**src/design/kpi_pkg.sv**
```systemverilog
package kpi_pkg;

  // ------------------------------------------------------------
  // Register byte addresses
  // ------------------------------------------------------------
  localparam logic [7:0] KPI_ADDR_STATUS_CONTROL = 8'h00;
  localparam logic [7:0] KPI_ADDR_PIN_ENABLE = 8'h04;
  localparam logic [7:0] KPI_ADDR_EDGE_POLARITY = 8'h08;
  localparam logic [7:0] KPI_ADDR_EVENT_STATUS = 8'h0c;
  localparam logic [7:0] KPI_ADDR_EVENT_MASK = 8'h10;

  // ------------------------------------------------------------
  // Status and control field positions
  // ------------------------------------------------------------
  localparam int KPI_BIT_DETECT_MODE = 0;
  localparam int KPI_BIT_IRQ_ENABLE = 1;
  localparam int KPI_BIT_IRQ_ACK = 2;
  localparam int KPI_BIT_IRQ_FLAG = 3;

  // ------------------------------------------------------------
  // Reset values
  // ------------------------------------------------------------
  localparam logic [7:0] KPI_RST_PIN_ENABLE = 8'h00;
  localparam logic [7:0] KPI_RST_EDGE_POLARITY = 8'h00;
  localparam logic [7:0] KPI_RST_EVENT_MASK = 8'h00;
  localparam logic KPI_RST_DETECT_MODE = 1'h0;
  localparam logic KPI_RST_IRQ_ENABLE = 1'h0;

  // ------------------------------------------------------------
  // Bus responses, timing and pin limit
  // ------------------------------------------------------------
  localparam logic [1:0] KPI_RESP_OKAY = 2'h0;
  localparam logic [1:0] KPI_RESP_SLVERR = 2'h2;
  localparam int KPI_SYNC_STAGES = 3;
  localparam int KPI_MAX_PINS = 8;

endpackage

```
**src/design/kpi_keypad_pin_interrupt.sv**
```systemverilog
`timescale 1ns/1ps

module kpi_keypad_pin_interrupt
  import kpi_pkg::*;
#(
  parameter int PIN_COUNT = 8
) (
  input wire logic refClk,
  input wire logic rst,
  input wire logic [PIN_COUNT-1:0] pinIn,
  input wire logic [PIN_COUNT-1:0] pullEnable,
  output logic [PIN_COUNT-1:0] pullUpOn,
  output logic [PIN_COUNT-1:0] pullDownOn,
  output logic pinIrqRequest,
  output logic irqOut,
  input wire logic [7:0] s_axi_awaddr,
  input wire logic s_axi_awvalid,
  output logic s_axi_awready,
  input wire logic [31:0] s_axi_wdata,
  input wire logic [3:0] s_axi_wstrb,
  input wire logic s_axi_wvalid,
  output logic s_axi_wready,
  output logic [1:0] s_axi_bresp,
  output logic s_axi_bvalid,
  input wire logic s_axi_bready,
  input wire logic [7:0] s_axi_araddr,
  input wire logic s_axi_arvalid,
  output logic s_axi_arready,
  output logic [31:0] s_axi_rdata,
  output logic [1:0] s_axi_rresp,
  output logic s_axi_rvalid,
  input wire logic s_axi_rready
);

  // ------------------------------------------------------------
  // Elaboration check
  // ------------------------------------------------------------
  if (PIN_COUNT < 1 || PIN_COUNT > KPI_MAX_PINS) begin : gBadCount
    $error("PIN_COUNT must lie between 1 and 8");
  end

  // All control fields share byte 0, the lane that wstrb[0] guards
  if (KPI_BIT_DETECT_MODE > 7 || KPI_BIT_IRQ_ENABLE > 7
      || KPI_BIT_IRQ_ACK > 7 || KPI_BIT_IRQ_FLAG > 7) begin : gBadField
    $error("Control fields must lie in byte 0");
  end

  // The chain below is built with a fixed three stages
  if (KPI_SYNC_STAGES != 3) begin : gBadSync
    $error("Pin synchroniser depth must be three");
  end

  // Decode compares all 8 address bits; registers must still sit on word boundaries
  if (KPI_ADDR_STATUS_CONTROL[1:0] != 2'h0
      || KPI_ADDR_PIN_ENABLE[1:0] != 2'h0
      || KPI_ADDR_EDGE_POLARITY[1:0] != 2'h0
      || KPI_ADDR_EVENT_STATUS[1:0] != 2'h0
      || KPI_ADDR_EVENT_MASK[1:0] != 2'h0) begin : gBadAddr
    $error("Register addresses must be word aligned");
  end

  // Reset values are cut to the pin count; lost set bits are refused
  if ((KPI_RST_PIN_ENABLE >> PIN_COUNT) != 8'h00
      || (KPI_RST_EDGE_POLARITY >> PIN_COUNT) != 8'h00
      || (KPI_RST_EVENT_MASK >> PIN_COUNT) != 8'h00) begin : gBadReset
    $error("Reset values exceed the pin count");
  end

  // ------------------------------------------------------------
  // Register state
  // ------------------------------------------------------------
  logic [PIN_COUNT-1:0] pinEnable_q;
  logic [PIN_COUNT-1:0] polarity_q;
  logic [PIN_COUNT-1:0] eventMask_q;
  logic [PIN_COUNT-1:0] eventStatus_q;
  logic [PIN_COUNT-1:0] eventStatus_d;
  logic detectMode_q;
  logic irqEnable_q;
  logic irqFlag_q;
  logic irqFlag_d;

  // ------------------------------------------------------------
  // Pin synchronisers and qualified level
  // ------------------------------------------------------------
  logic [PIN_COUNT-1:0] sync1_q;
  logic [PIN_COUNT-1:0] sync2_q;
  logic [PIN_COUNT-1:0] sync3_q;
  logic [PIN_COUNT-1:0] pinLevel_q;
  logic [PIN_COUNT-1:0] wasDeasserted_q;
  logic [PIN_COUNT-1:0] asserted;
  logic [PIN_COUNT-1:0] edgeHit;
  logic [PIN_COUNT-1:0] levelHit;

  always_ff @(posedge refClk or posedge rst) begin
    if (rst) begin
      sync1_q <= '0;
      sync2_q <= '0;
      sync3_q <= '0;
    end else begin
      sync1_q <= pinIn;
      sync2_q <= sync1_q;
      sync3_q <= sync2_q;
    end
  end

  // Level only moves once the last two stages agree, so a pin
  // caught mid-transition cannot fake a one-cycle edge.
  genvar gi;
  for (gi = 0; gi < PIN_COUNT; gi++) begin : gPin
    always_ff @(posedge refClk or posedge rst) begin
      if (rst) begin
        pinLevel_q[gi] <= 1'h0;
      end else if (sync2_q[gi] == sync3_q[gi]) begin
        pinLevel_q[gi] <= sync3_q[gi];
      end
    end

    // Polarity 0: low asserts; polarity 1: high asserts
    assign asserted[gi] = pinLevel_q[gi] ^ ~polarity_q[gi];
    assign levelHit[gi] = pinEnable_q[gi] & asserted[gi];
    // Previous cycle deasserted, this cycle asserted
    assign edgeHit[gi] = levelHit[gi] & wasDeasserted_q[gi];

    always_ff @(posedge refClk or posedge rst) begin
      if (rst) begin
        wasDeasserted_q[gi] <= 1'h0;
      end else begin
        // Cleared while disabled: a pin just enabled must first
        // be seen deasserted before any edge counts
        // Level mode still flags an already-asserted pin on
        // enabling, hence the acknowledge after setup
        wasDeasserted_q[gi] <= pinEnable_q[gi] & ~asserted[gi];
      end
    end

    // Pull choice follows polarity even while the pin is disabled
    assign pullUpOn[gi] = pullEnable[gi] & ~polarity_q[gi];
    assign pullDownOn[gi] = pullEnable[gi] & polarity_q[gi];
  end

  // ------------------------------------------------------------
  // AXI4-Lite write path
  // ------------------------------------------------------------
  logic awHeld_q;
  logic wHeld_q;
  logic [7:0] awAddr_q;
  logic [31:0] wData_q;
  logic [3:0] wStrb_q;
  logic bValid_q;
  logic [1:0] bResp_q;

  // One write at a time: a response not yet taken stalls the next
  wire doWrite = awHeld_q & wHeld_q & ~bValid_q;
  wire wrLane0 = doWrite & wStrb_q[0];
  wire wrMapped = (awAddr_q == KPI_ADDR_STATUS_CONTROL)
                | (awAddr_q == KPI_ADDR_PIN_ENABLE)
                | (awAddr_q == KPI_ADDR_EDGE_POLARITY)
                | (awAddr_q == KPI_ADDR_EVENT_STATUS)
                | (awAddr_q == KPI_ADDR_EVENT_MASK);
  wire wrCtrl = wrLane0 & (awAddr_q == KPI_ADDR_STATUS_CONTROL);
  wire wrEnable = wrLane0 & (awAddr_q == KPI_ADDR_PIN_ENABLE);
  wire wrPolarity = wrLane0 & (awAddr_q == KPI_ADDR_EDGE_POLARITY);
  // Event status is read-only: a write is answered and dropped
  wire wrMask = wrLane0 & (awAddr_q == KPI_ADDR_EVENT_MASK);
  wire ackWrite = wrCtrl & wData_q[KPI_BIT_IRQ_ACK];

  assign s_axi_awready = ~awHeld_q;
  assign s_axi_wready = ~wHeld_q;
  assign s_axi_bvalid = bValid_q;
  assign s_axi_bresp = bResp_q;

  always_ff @(posedge refClk or posedge rst) begin
    if (rst) begin
      awHeld_q <= 1'h0;
      awAddr_q <= '0;
    end else if (s_axi_awvalid & ~awHeld_q) begin
      awHeld_q <= 1'h1;
      awAddr_q <= s_axi_awaddr;
    end else if (doWrite) begin
      awHeld_q <= 1'h0;
    end
  end

  always_ff @(posedge refClk or posedge rst) begin
    if (rst) begin
      wHeld_q <= 1'h0;
      wData_q <= '0;
      wStrb_q <= '0;
    end else if (s_axi_wvalid & ~wHeld_q) begin
      wHeld_q <= 1'h1;
      wData_q <= s_axi_wdata;
      wStrb_q <= s_axi_wstrb;
    end else if (doWrite) begin
      wHeld_q <= 1'h0;
    end
  end

  always_ff @(posedge refClk or posedge rst) begin
    if (rst) begin
      bValid_q <= 1'h0;
      bResp_q <= KPI_RESP_OKAY;
    end else if (doWrite) begin
      bValid_q <= 1'h1;
      bResp_q <= wrMapped ? KPI_RESP_OKAY : KPI_RESP_SLVERR;
    end else if (s_axi_bready) begin
      bValid_q <= 1'h0;
    end
  end

  // ------------------------------------------------------------
  // Control registers
  // ------------------------------------------------------------
  always_ff @(posedge refClk or posedge rst) begin
    if (rst) begin
      detectMode_q <= KPI_RST_DETECT_MODE;
      irqEnable_q <= KPI_RST_IRQ_ENABLE;
    end else if (wrCtrl) begin
      detectMode_q <= wData_q[KPI_BIT_DETECT_MODE];
      irqEnable_q <= wData_q[KPI_BIT_IRQ_ENABLE];
    end
  end

  always_ff @(posedge refClk or posedge rst) begin
    if (rst) begin
      pinEnable_q <= KPI_RST_PIN_ENABLE[PIN_COUNT-1:0];
      polarity_q <= KPI_RST_EDGE_POLARITY[PIN_COUNT-1:0];
      eventMask_q <= KPI_RST_EVENT_MASK[PIN_COUNT-1:0];
    end else begin
      if (wrEnable) begin
        pinEnable_q <= wData_q[PIN_COUNT-1:0];
      end
      if (wrPolarity) begin
        polarity_q <= wData_q[PIN_COUNT-1:0];
      end
      if (wrMask) begin
        eventMask_q <= wData_q[PIN_COUNT-1:0];
      end
    end
  end

  // ------------------------------------------------------------
  // Interrupt flag
  // ------------------------------------------------------------
  wire anyEdge = |edgeHit;
  wire anyLevel = |levelHit;
  wire levelSet = detectMode_q & anyLevel;
  wire flagSet = anyEdge | levelSet;
  // Level mode refuses the clear while any enabled pin asserts
  wire flagClear = ackWrite & (~detectMode_q | ~anyLevel);

  // Set beats clear; the flag bit of the written data is ignored
  always_comb begin
    irqFlag_d = irqFlag_q;
    if (flagClear) begin
      irqFlag_d = 1'h0;
    end
    if (flagSet) begin
      irqFlag_d = 1'h1;
    end
  end

  always_ff @(posedge refClk or posedge rst) begin
    if (rst) begin
      irqFlag_q <= 1'h0;
    end else begin
      irqFlag_q <= irqFlag_d;
    end
  end

  assign pinIrqRequest = irqFlag_q & irqEnable_q;

  // ------------------------------------------------------------
  // AXI4-Lite read path
  // ------------------------------------------------------------
  logic rValid_q;
  logic [31:0] rData_q;
  logic [1:0] rResp_q;
  logic [31:0] rdMux;
  logic [31:0] ctrlWord;
  logic [31:0] enableWord;
  logic [31:0] polarityWord;
  logic [31:0] statusWord;
  logic [31:0] maskWord;

  wire doRead = s_axi_arvalid & ~rValid_q;
  wire rdSelCtrl = s_axi_araddr == KPI_ADDR_STATUS_CONTROL;
  wire rdSelEnable = s_axi_araddr == KPI_ADDR_PIN_ENABLE;
  wire rdSelPolarity = s_axi_araddr == KPI_ADDR_EDGE_POLARITY;
  wire rdSelStatus = s_axi_araddr == KPI_ADDR_EVENT_STATUS;
  wire rdSelMask = s_axi_araddr == KPI_ADDR_EVENT_MASK;
  wire rdMapped = rdSelCtrl | rdSelEnable | rdSelPolarity
                | rdSelStatus | rdSelMask;
  wire readsStatus = doRead & rdSelStatus;

  assign s_axi_arready = ~rValid_q;
  assign s_axi_rvalid = rValid_q;
  assign s_axi_rdata = rData_q;
  assign s_axi_rresp = rResp_q;

  // Acknowledge position stays zero
  always_comb begin
    ctrlWord = '0;
    ctrlWord[KPI_BIT_IRQ_FLAG] = irqFlag_q;
    ctrlWord[KPI_BIT_IRQ_ENABLE] = irqEnable_q;
    ctrlWord[KPI_BIT_DETECT_MODE] = detectMode_q;
  end

  assign enableWord = 32'(pinEnable_q);
  assign polarityWord = 32'(polarity_q);
  assign statusWord = 32'(eventStatus_q);
  assign maskWord = 32'(eventMask_q);
  // Unmapped addresses select nothing and read zero
  assign rdMux = ({32{rdSelCtrl}} & ctrlWord)
               | ({32{rdSelEnable}} & enableWord)
               | ({32{rdSelPolarity}} & polarityWord)
               | ({32{rdSelStatus}} & statusWord)
               | ({32{rdSelMask}} & maskWord);

  always_ff @(posedge refClk or posedge rst) begin
    if (rst) begin
      rValid_q <= 1'h0;
      rData_q <= '0;
      rResp_q <= KPI_RESP_OKAY;
    end else if (doRead) begin
      rValid_q <= 1'h1;
      rData_q <= rdMux;
      rResp_q <= rdMapped ? KPI_RESP_OKAY : KPI_RESP_SLVERR;
    end else if (s_axi_rready) begin
      rValid_q <= 1'h0;
    end
  end

  // ------------------------------------------------------------
  // Sticky per-pin events
  // ------------------------------------------------------------
  // A read clears what it returned; a hit in the same cycle stays
  always_comb begin
    eventStatus_d = eventStatus_q;
    if (readsStatus) begin
      eventStatus_d = '0;
    end
    eventStatus_d = eventStatus_d | edgeHit
                  | (levelHit & {PIN_COUNT{detectMode_q}});
  end

  always_ff @(posedge refClk or posedge rst) begin
    if (rst) begin
      eventStatus_q <= '0;
    end else begin
      eventStatus_q <= eventStatus_d;
    end
  end


  // ------------------------------------------------------------
  // System interrupt
  // ------------------------------------------------------------
  // Masked per-pin events, apart from the pin request line
  assign irqOut = |(eventStatus_q & eventMask_q);

endmodule

```
**config.mk**
```make
export PLATFORM = sky130hd
export DESIGN_NAME = kpi_keypad_pin_interrupt
export DESIGN_NICKNAME = d
export VERILOG_FILES = /design/src/design/kpi_pkg.sv /design/src/design/kpi_keypad_pin_interrupt.sv
export SDC_FILE = /design/constraint.sdc
export NUM_CORES = 1
export LEC_CHECK = 0
export ABC_AREA = 1
export BUFFER_PORTS_ARGS = -buffer_cell sky130_fd_sc_hd__buf_4
export CELL_PAD_IN_SITES_DETAIL_PLACEMENT = 0
export CELL_PAD_IN_SITES_GLOBAL_PLACEMENT = 2
export CORE_ASPECT_RATIO = 0.6
export CORE_MARGIN = 1.5
export CORE_UTILIZATION = 30
export CTS_CLUSTER_DIAMETER = 200
export DETAILED_ROUTE_END_ITERATION = 8
export PLACE_DENSITY_LB_ADDON = 0.1
export SETUP_SLACK_MARGIN = 0.3
export SLEW_MARGIN = 5
export SYNTH_ARGS = -nofsm -noshare
export SYNTH_HDL_FRONTEND = slang
export SYNTH_SLANG_ARGS = --single-unit
```
**constraint.sdc**
```tcl
create_clock -name refClk -period 4.5 [get_ports refClk]
set_input_delay 1.125 -clock refClk [delete_from_list [all_inputs] [get_ports refClk]]
set_output_delay 1.125 -clock refClk [all_outputs]
set_load 0.02 [all_outputs]
```
; ---- After elaboration in Yosys (flattened, before gate mapping)
; Index checks and enable logic that the tools add are counted.
[word_totals]
regBits = 132
latchBits = 0
ram_bits = 0
mem_bits_ro = 0
input_bits = 75
out_inout_bits = 59
n_memories = 0
[op_classes]
add_sub_neg = 0
n_mul = 0
div_mod_pow = 0
order_cmp = 0
n_eq_ne = 16
shift = 0
n_mux = 12
bitwise = 108
reduce_logical = 10
[op_table]
columns = cell, n
row1 = 32-bit by 8-bit bitwise AND with 32-bit output, 4
row2 = 32-bit bitwise OR, 4
row3 = 1-bit bitwise AND, 55
row4 = 32-bit by 4-bit bitwise AND with 32-bit output, 1
row5 = "8-bit by 4-bit equality test with 1-bit output, second input constant", 4
row6 = 8-bit OR reduction, 3
row7 = 1-bit inverter, 22
row8 = 8-bit bitwise AND, 2
row9 = "8-bit by 3-bit equality test with 1-bit output, second input constant", 2
row10 = "8-bit by 5-bit equality test with 1-bit output, second input constant", 2
row11 = 8-bit zero test, 2
row12 = 8-bit bitwise OR, 2
row13 = 1-bit bitwise OR, 10
row14 = 2-bit nonzero test, 5
row15 = 1-bit two-way mux, 9
row16 = 1-bit equality test, 8
row17 = 8-bit two-way mux, 1
row18 = 1-bit bitwise XOR, 8
row19 = 2-bit two-way mux, 2

; ---- Longest topological paths before layout
[depth]
depth_word = 9
mapped_depth = 9
mapped_depth_nobuf = 9

; ---- Least setup slack after synthesis
; Ideal clock, no wire load.
[synth_timing]
path_kind = in2out
start = input pullEnable[0]
end = output pullUpOn[0]
arrival_time_ps = 1425
required_ps = 3375
setup_slack_ps = 1950
cell_stages = 2
path_cell_list = inv_1 > nor2_1
[synth_via]
elab_chain_len = 1
[synth_lines]
columns = item, line
row1 = start: declaration, kpi_keypad_pin_interrupt.sv:11  ; input wire logic [PIN_COUNT-1:0] pullEnable,
row2 = 1-bit bitwise AND, kpi_keypad_pin_interrupt.sv:137  ; assign pullUpOn[gi] = pullEnable[gi] & ~polarity_q[gi];
row3 = end: declaration, kpi_keypad_pin_interrupt.sv:12  ; output logic [PIN_COUNT-1:0] pullUpOn,
; Every way passes these cells.

; ---- Worst setup path after layout
[layout_timing]
start = register eventMask_q[4]
end = output irqOut
[layout_via]
elab_chain_len = 2
[layout_lines]
columns = item, line
row1 = start: declaration, kpi_keypad_pin_interrupt.sv:74  ; logic [PIN_COUNT-1:0] eventMask_q;
row2 = start signal: assignment, kpi_keypad_pin_interrupt.sv:227  ; eventMask_q <= KPI_RST_EVENT_MASK[PIN_COUNT-1:0];
row3 = start signal: assignment, kpi_keypad_pin_interrupt.sv:236  ; eventMask_q <= wData_q[PIN_COUNT-1:0];
row4 = 8-bit bitwise AND, kpi_keypad_pin_interrupt.sv:359  ; assign irqOut = |(eventStatus_q & eventMask_q);
row5 = 8-bit OR reduction, kpi_keypad_pin_interrupt.sv:359
row6 = end: declaration, kpi_keypad_pin_interrupt.sv:15  ; output logic irqOut,
; Every way passes these cells.

==> impl_metrics.json <==
{
  "synth.area.top_cells": "dfrtp_1 55%, nand2_1 8.4%, nand3_1 6.5%",
  "min_from": "sync1_q[5]",
  "cap_violations": 0,
  "min_path_type": "reg -> reg",
  "die_width_um": 167,
  "max_slew.worst_pin.slew_ns": 0.861,
  "powerDensity_nw_per_um2": 456,
  "async_flop_share_pct": 100,
  "grt_pass1_vias": 3489,
  "drv_slew": 0,
  "final_nets": 710,
  "hpwlAfterDp_um": 8900,
  "yosys-top-cells-count": "108 x nand2_1, 106 x dfrtp_1, 82 x inv_1",
  "dpl-instance-area_um2": 5560,
  "cts-root-buf": "clkbuf_16",
  "syn2layout_area_growth_pct": 22.0,
  "ys_ff_latch": 106,
  "overflow": 0,
  "antenna_left": 0,
  "setup_viol": 0,
  "cts-htree-levels": 3,
  "fmax_mhz": 377,
  "critPathMaxFanout": 3,
  "fin_crit_ns": 2.65,
  "tns_ns": 0,
  "grt_max_degree": 68,
  "drt_wl_total_um": 12200,
  "synth_cell_types": 32,
  "cts.repair.resized": 0,
  "reg2regPathDepth": 6,
  "synth_edf_count": 0,
  "gp_congestion": 0.807,
  "finalCritPeriodShare_pct": 59.0,
  "finalHoldViolCount": 0,
  "cts_setup_buffers": 0,
  "cts_buffer_depth": 2,
  "drc": 0,
  "diodes": 0,
  "yosys_warnings": 0,
  "drive_above_1_share_pct": 18.9,
  "worstReg2RegStart": "awAddr_q[6]",
  "dr.pass1.iters": 5,
  "final_area_um2": 5910,
  "synth_area_leader_cell": "dfrtp_1",
  "tritoncts": "yes",
  "clock_sinks": 106,
  "start_util_pct": 31.2,
  "core_um2": 15500,
  "crit_path_start_kind": "flip-flop",
  "r2r_slack_ns": 2.70,
  "rows": 35,
  "drt_iter0_drc": 182,
  "cp.arrival_ns": 1.53,
  "synth_flop_cell": "dfrtp_1",
  "fin_ws_ns": 1.85,
  "required_ns": 3.38,
  "rsz0062_at_grt": "no",
  "postLayoutCoreUtil_pct": 38.0,
  "crit_path_end_kind": "output pin",
  "die_area_um2": 16900,
  "grt_pass1_wl_um": 19600,
  "clock_latency_ns": 0.35,
  "ir_worst_vdd_uv": 231,
  "wl_per_cell_um": 14.5,
  "numCtsBuffers": 9,
  "critPathKind": "reg -> out",
  "grt_antenna_before_repair": 0,
  "place_ws_ns": 1.78,
  "status": "complete, no violations",
  "synth_top_area_share_pct": 54.8,
  "mappedNetlistArea_um2": 4840,
  "p_leak_nw": 3.06,
  "relSlewSlack_pct": 42.6,
  "numPortBuffers": 80,
  "via_per_inst": 4.38,
  "ys_seq_area_share_pct": 54.8,
  "fp.dieH_um": 101,
  "vias": 3685,
  "gr-usage-all-layers_pct": 15.4,
  "hold_depth": 0,
  "min_to": "sync2_q[5]",
  "syn_inst": 551,
  "path_clk_slew_ns": 0.07,
  "finClkSkew_ns": 0.00830,
  "syn_avg_cell_area_um2": 8.79,
  "pin_count": 134,
  "postCtsHoldBufs": 0,
  "yosysMostFrequentCell": "nand2_1",
  "worstReg2RegEnd": "polarity_q[2]"
}
-- layer usage --
layer / track usage [%] / wire, µm / part of all wire, % / up-vias
met5: 0 / 0 / 0 / -
met4: 4.27 / 131 / 1.1 / 0
met3: 3.56 / 652 / 5.4 / 13
met2: 20.7 / 4830 / 40 / 92
met1: 24.2 / 6560 / 54 / 1729
li1: - / - / - / 1851
-- stage by stage --
step / instances / total power (W) / hold slack (ns)
after detailed placement: 827 / 0.00180 / 0.335
after CTS: 842 / 0.00274 / 0.351
after global routing: 842 / 0.00284 / 0.360
after global placement: 827 / 0.00179 / 0.335
final: 842 / 0.00269 / 0.350
after floorplan: 576 / 0.00159 / 0.331
-- worst max-delay path by stage --
stage,from,endpoint,cells past startpoint
final,eventMask_q[4],irqOut,5
after floorplan,rst,awAddr_q[0],1
after global routing,eventMask_q[4],irqOut,5
after detailed placement,s_axi_araddr[1],eventStatus_q[3],7
after global placement,s_axi_araddr[1],eventStatus_q[3],7
after CTS,eventMask_q[4],irqOut,5
-- sequential cells by signal, summed over array words and instances (netlist names), 8 cells and up --
register	flops
sync1_q	8
s_axi_rdata	8
sync2_q	8
pinEnable_q	8
sync3_q	8
awAddr_q	8
eventStatus_q	8
eventMask_q	8
wasDeasserted_q	8
polarity_q	8
pinLevel_q	8
wData_q	8
-- where the power goes --
part	leakage (nW)	internal, W	total, W	switching (W)
Combinational	1.59	0.000193	0.000541	0.000348
Clock	0.172	0.000572	0.000920	0.000347
Sequential	1.29	0.00109	0.00123	0.000137
Total	3.06	0.00186	0.00269	0.000833
-- final cells by class --
class / instances / area, µm²
Clock inverter: 4 / 98.8
Timing Repair Buffer: 82 / 616
Fill cell: 1603 / 9640
Sequential cell: 106 / 2650
Multi-Input combinational cell: 352 / 1720
Tap cell: 203 / 254
Clock buffer: 11 / 253
Inverter: 84 / 318
-- worst max-delay path: stages, from the launching register on --
cell and delay [ns]:
dfrtp_1 0.45, nand2_1 0.09, inv_1 0.05, a221oi_1 0.24, nand4_1 0.16, buf_4 0.19
-- cell usage in the layout (no fill, tap or decap), types with 2 or more instances in the layout --
cell type	Yosys	layout
o21ai_0	20	20
inv_1	82	81
conb_1	1	26
mux2_2	4	4
nand3_1	63	63
maj3_1	8	8
nand2_1	108	108
bufinv_16	0	3
clkbuf_16	0	9
nand3_2	3	3
buf_4	27	82
nand4_1	3	3
o21ai_1	6	6
nor2_1	68	68
clkbuf_8	0	2
nor3_4	2	2
nand2_2	3	3
o211ai_1	8	8
a21oi_1	17	17
dfrtp_1	106	106
nor2_4	3	3
o21ai_2	2	2
-- kinds of logic after synthesis --
logic type,share of synthesized area (%)
other cells,0.0774
compound gates,6.53
simple gates,24.3
buf+inv,11.8
mux,0.930
fa+ha+maj,1.65
flops,54.8
No activity file was read; power rests on OpenSTA's default activity.
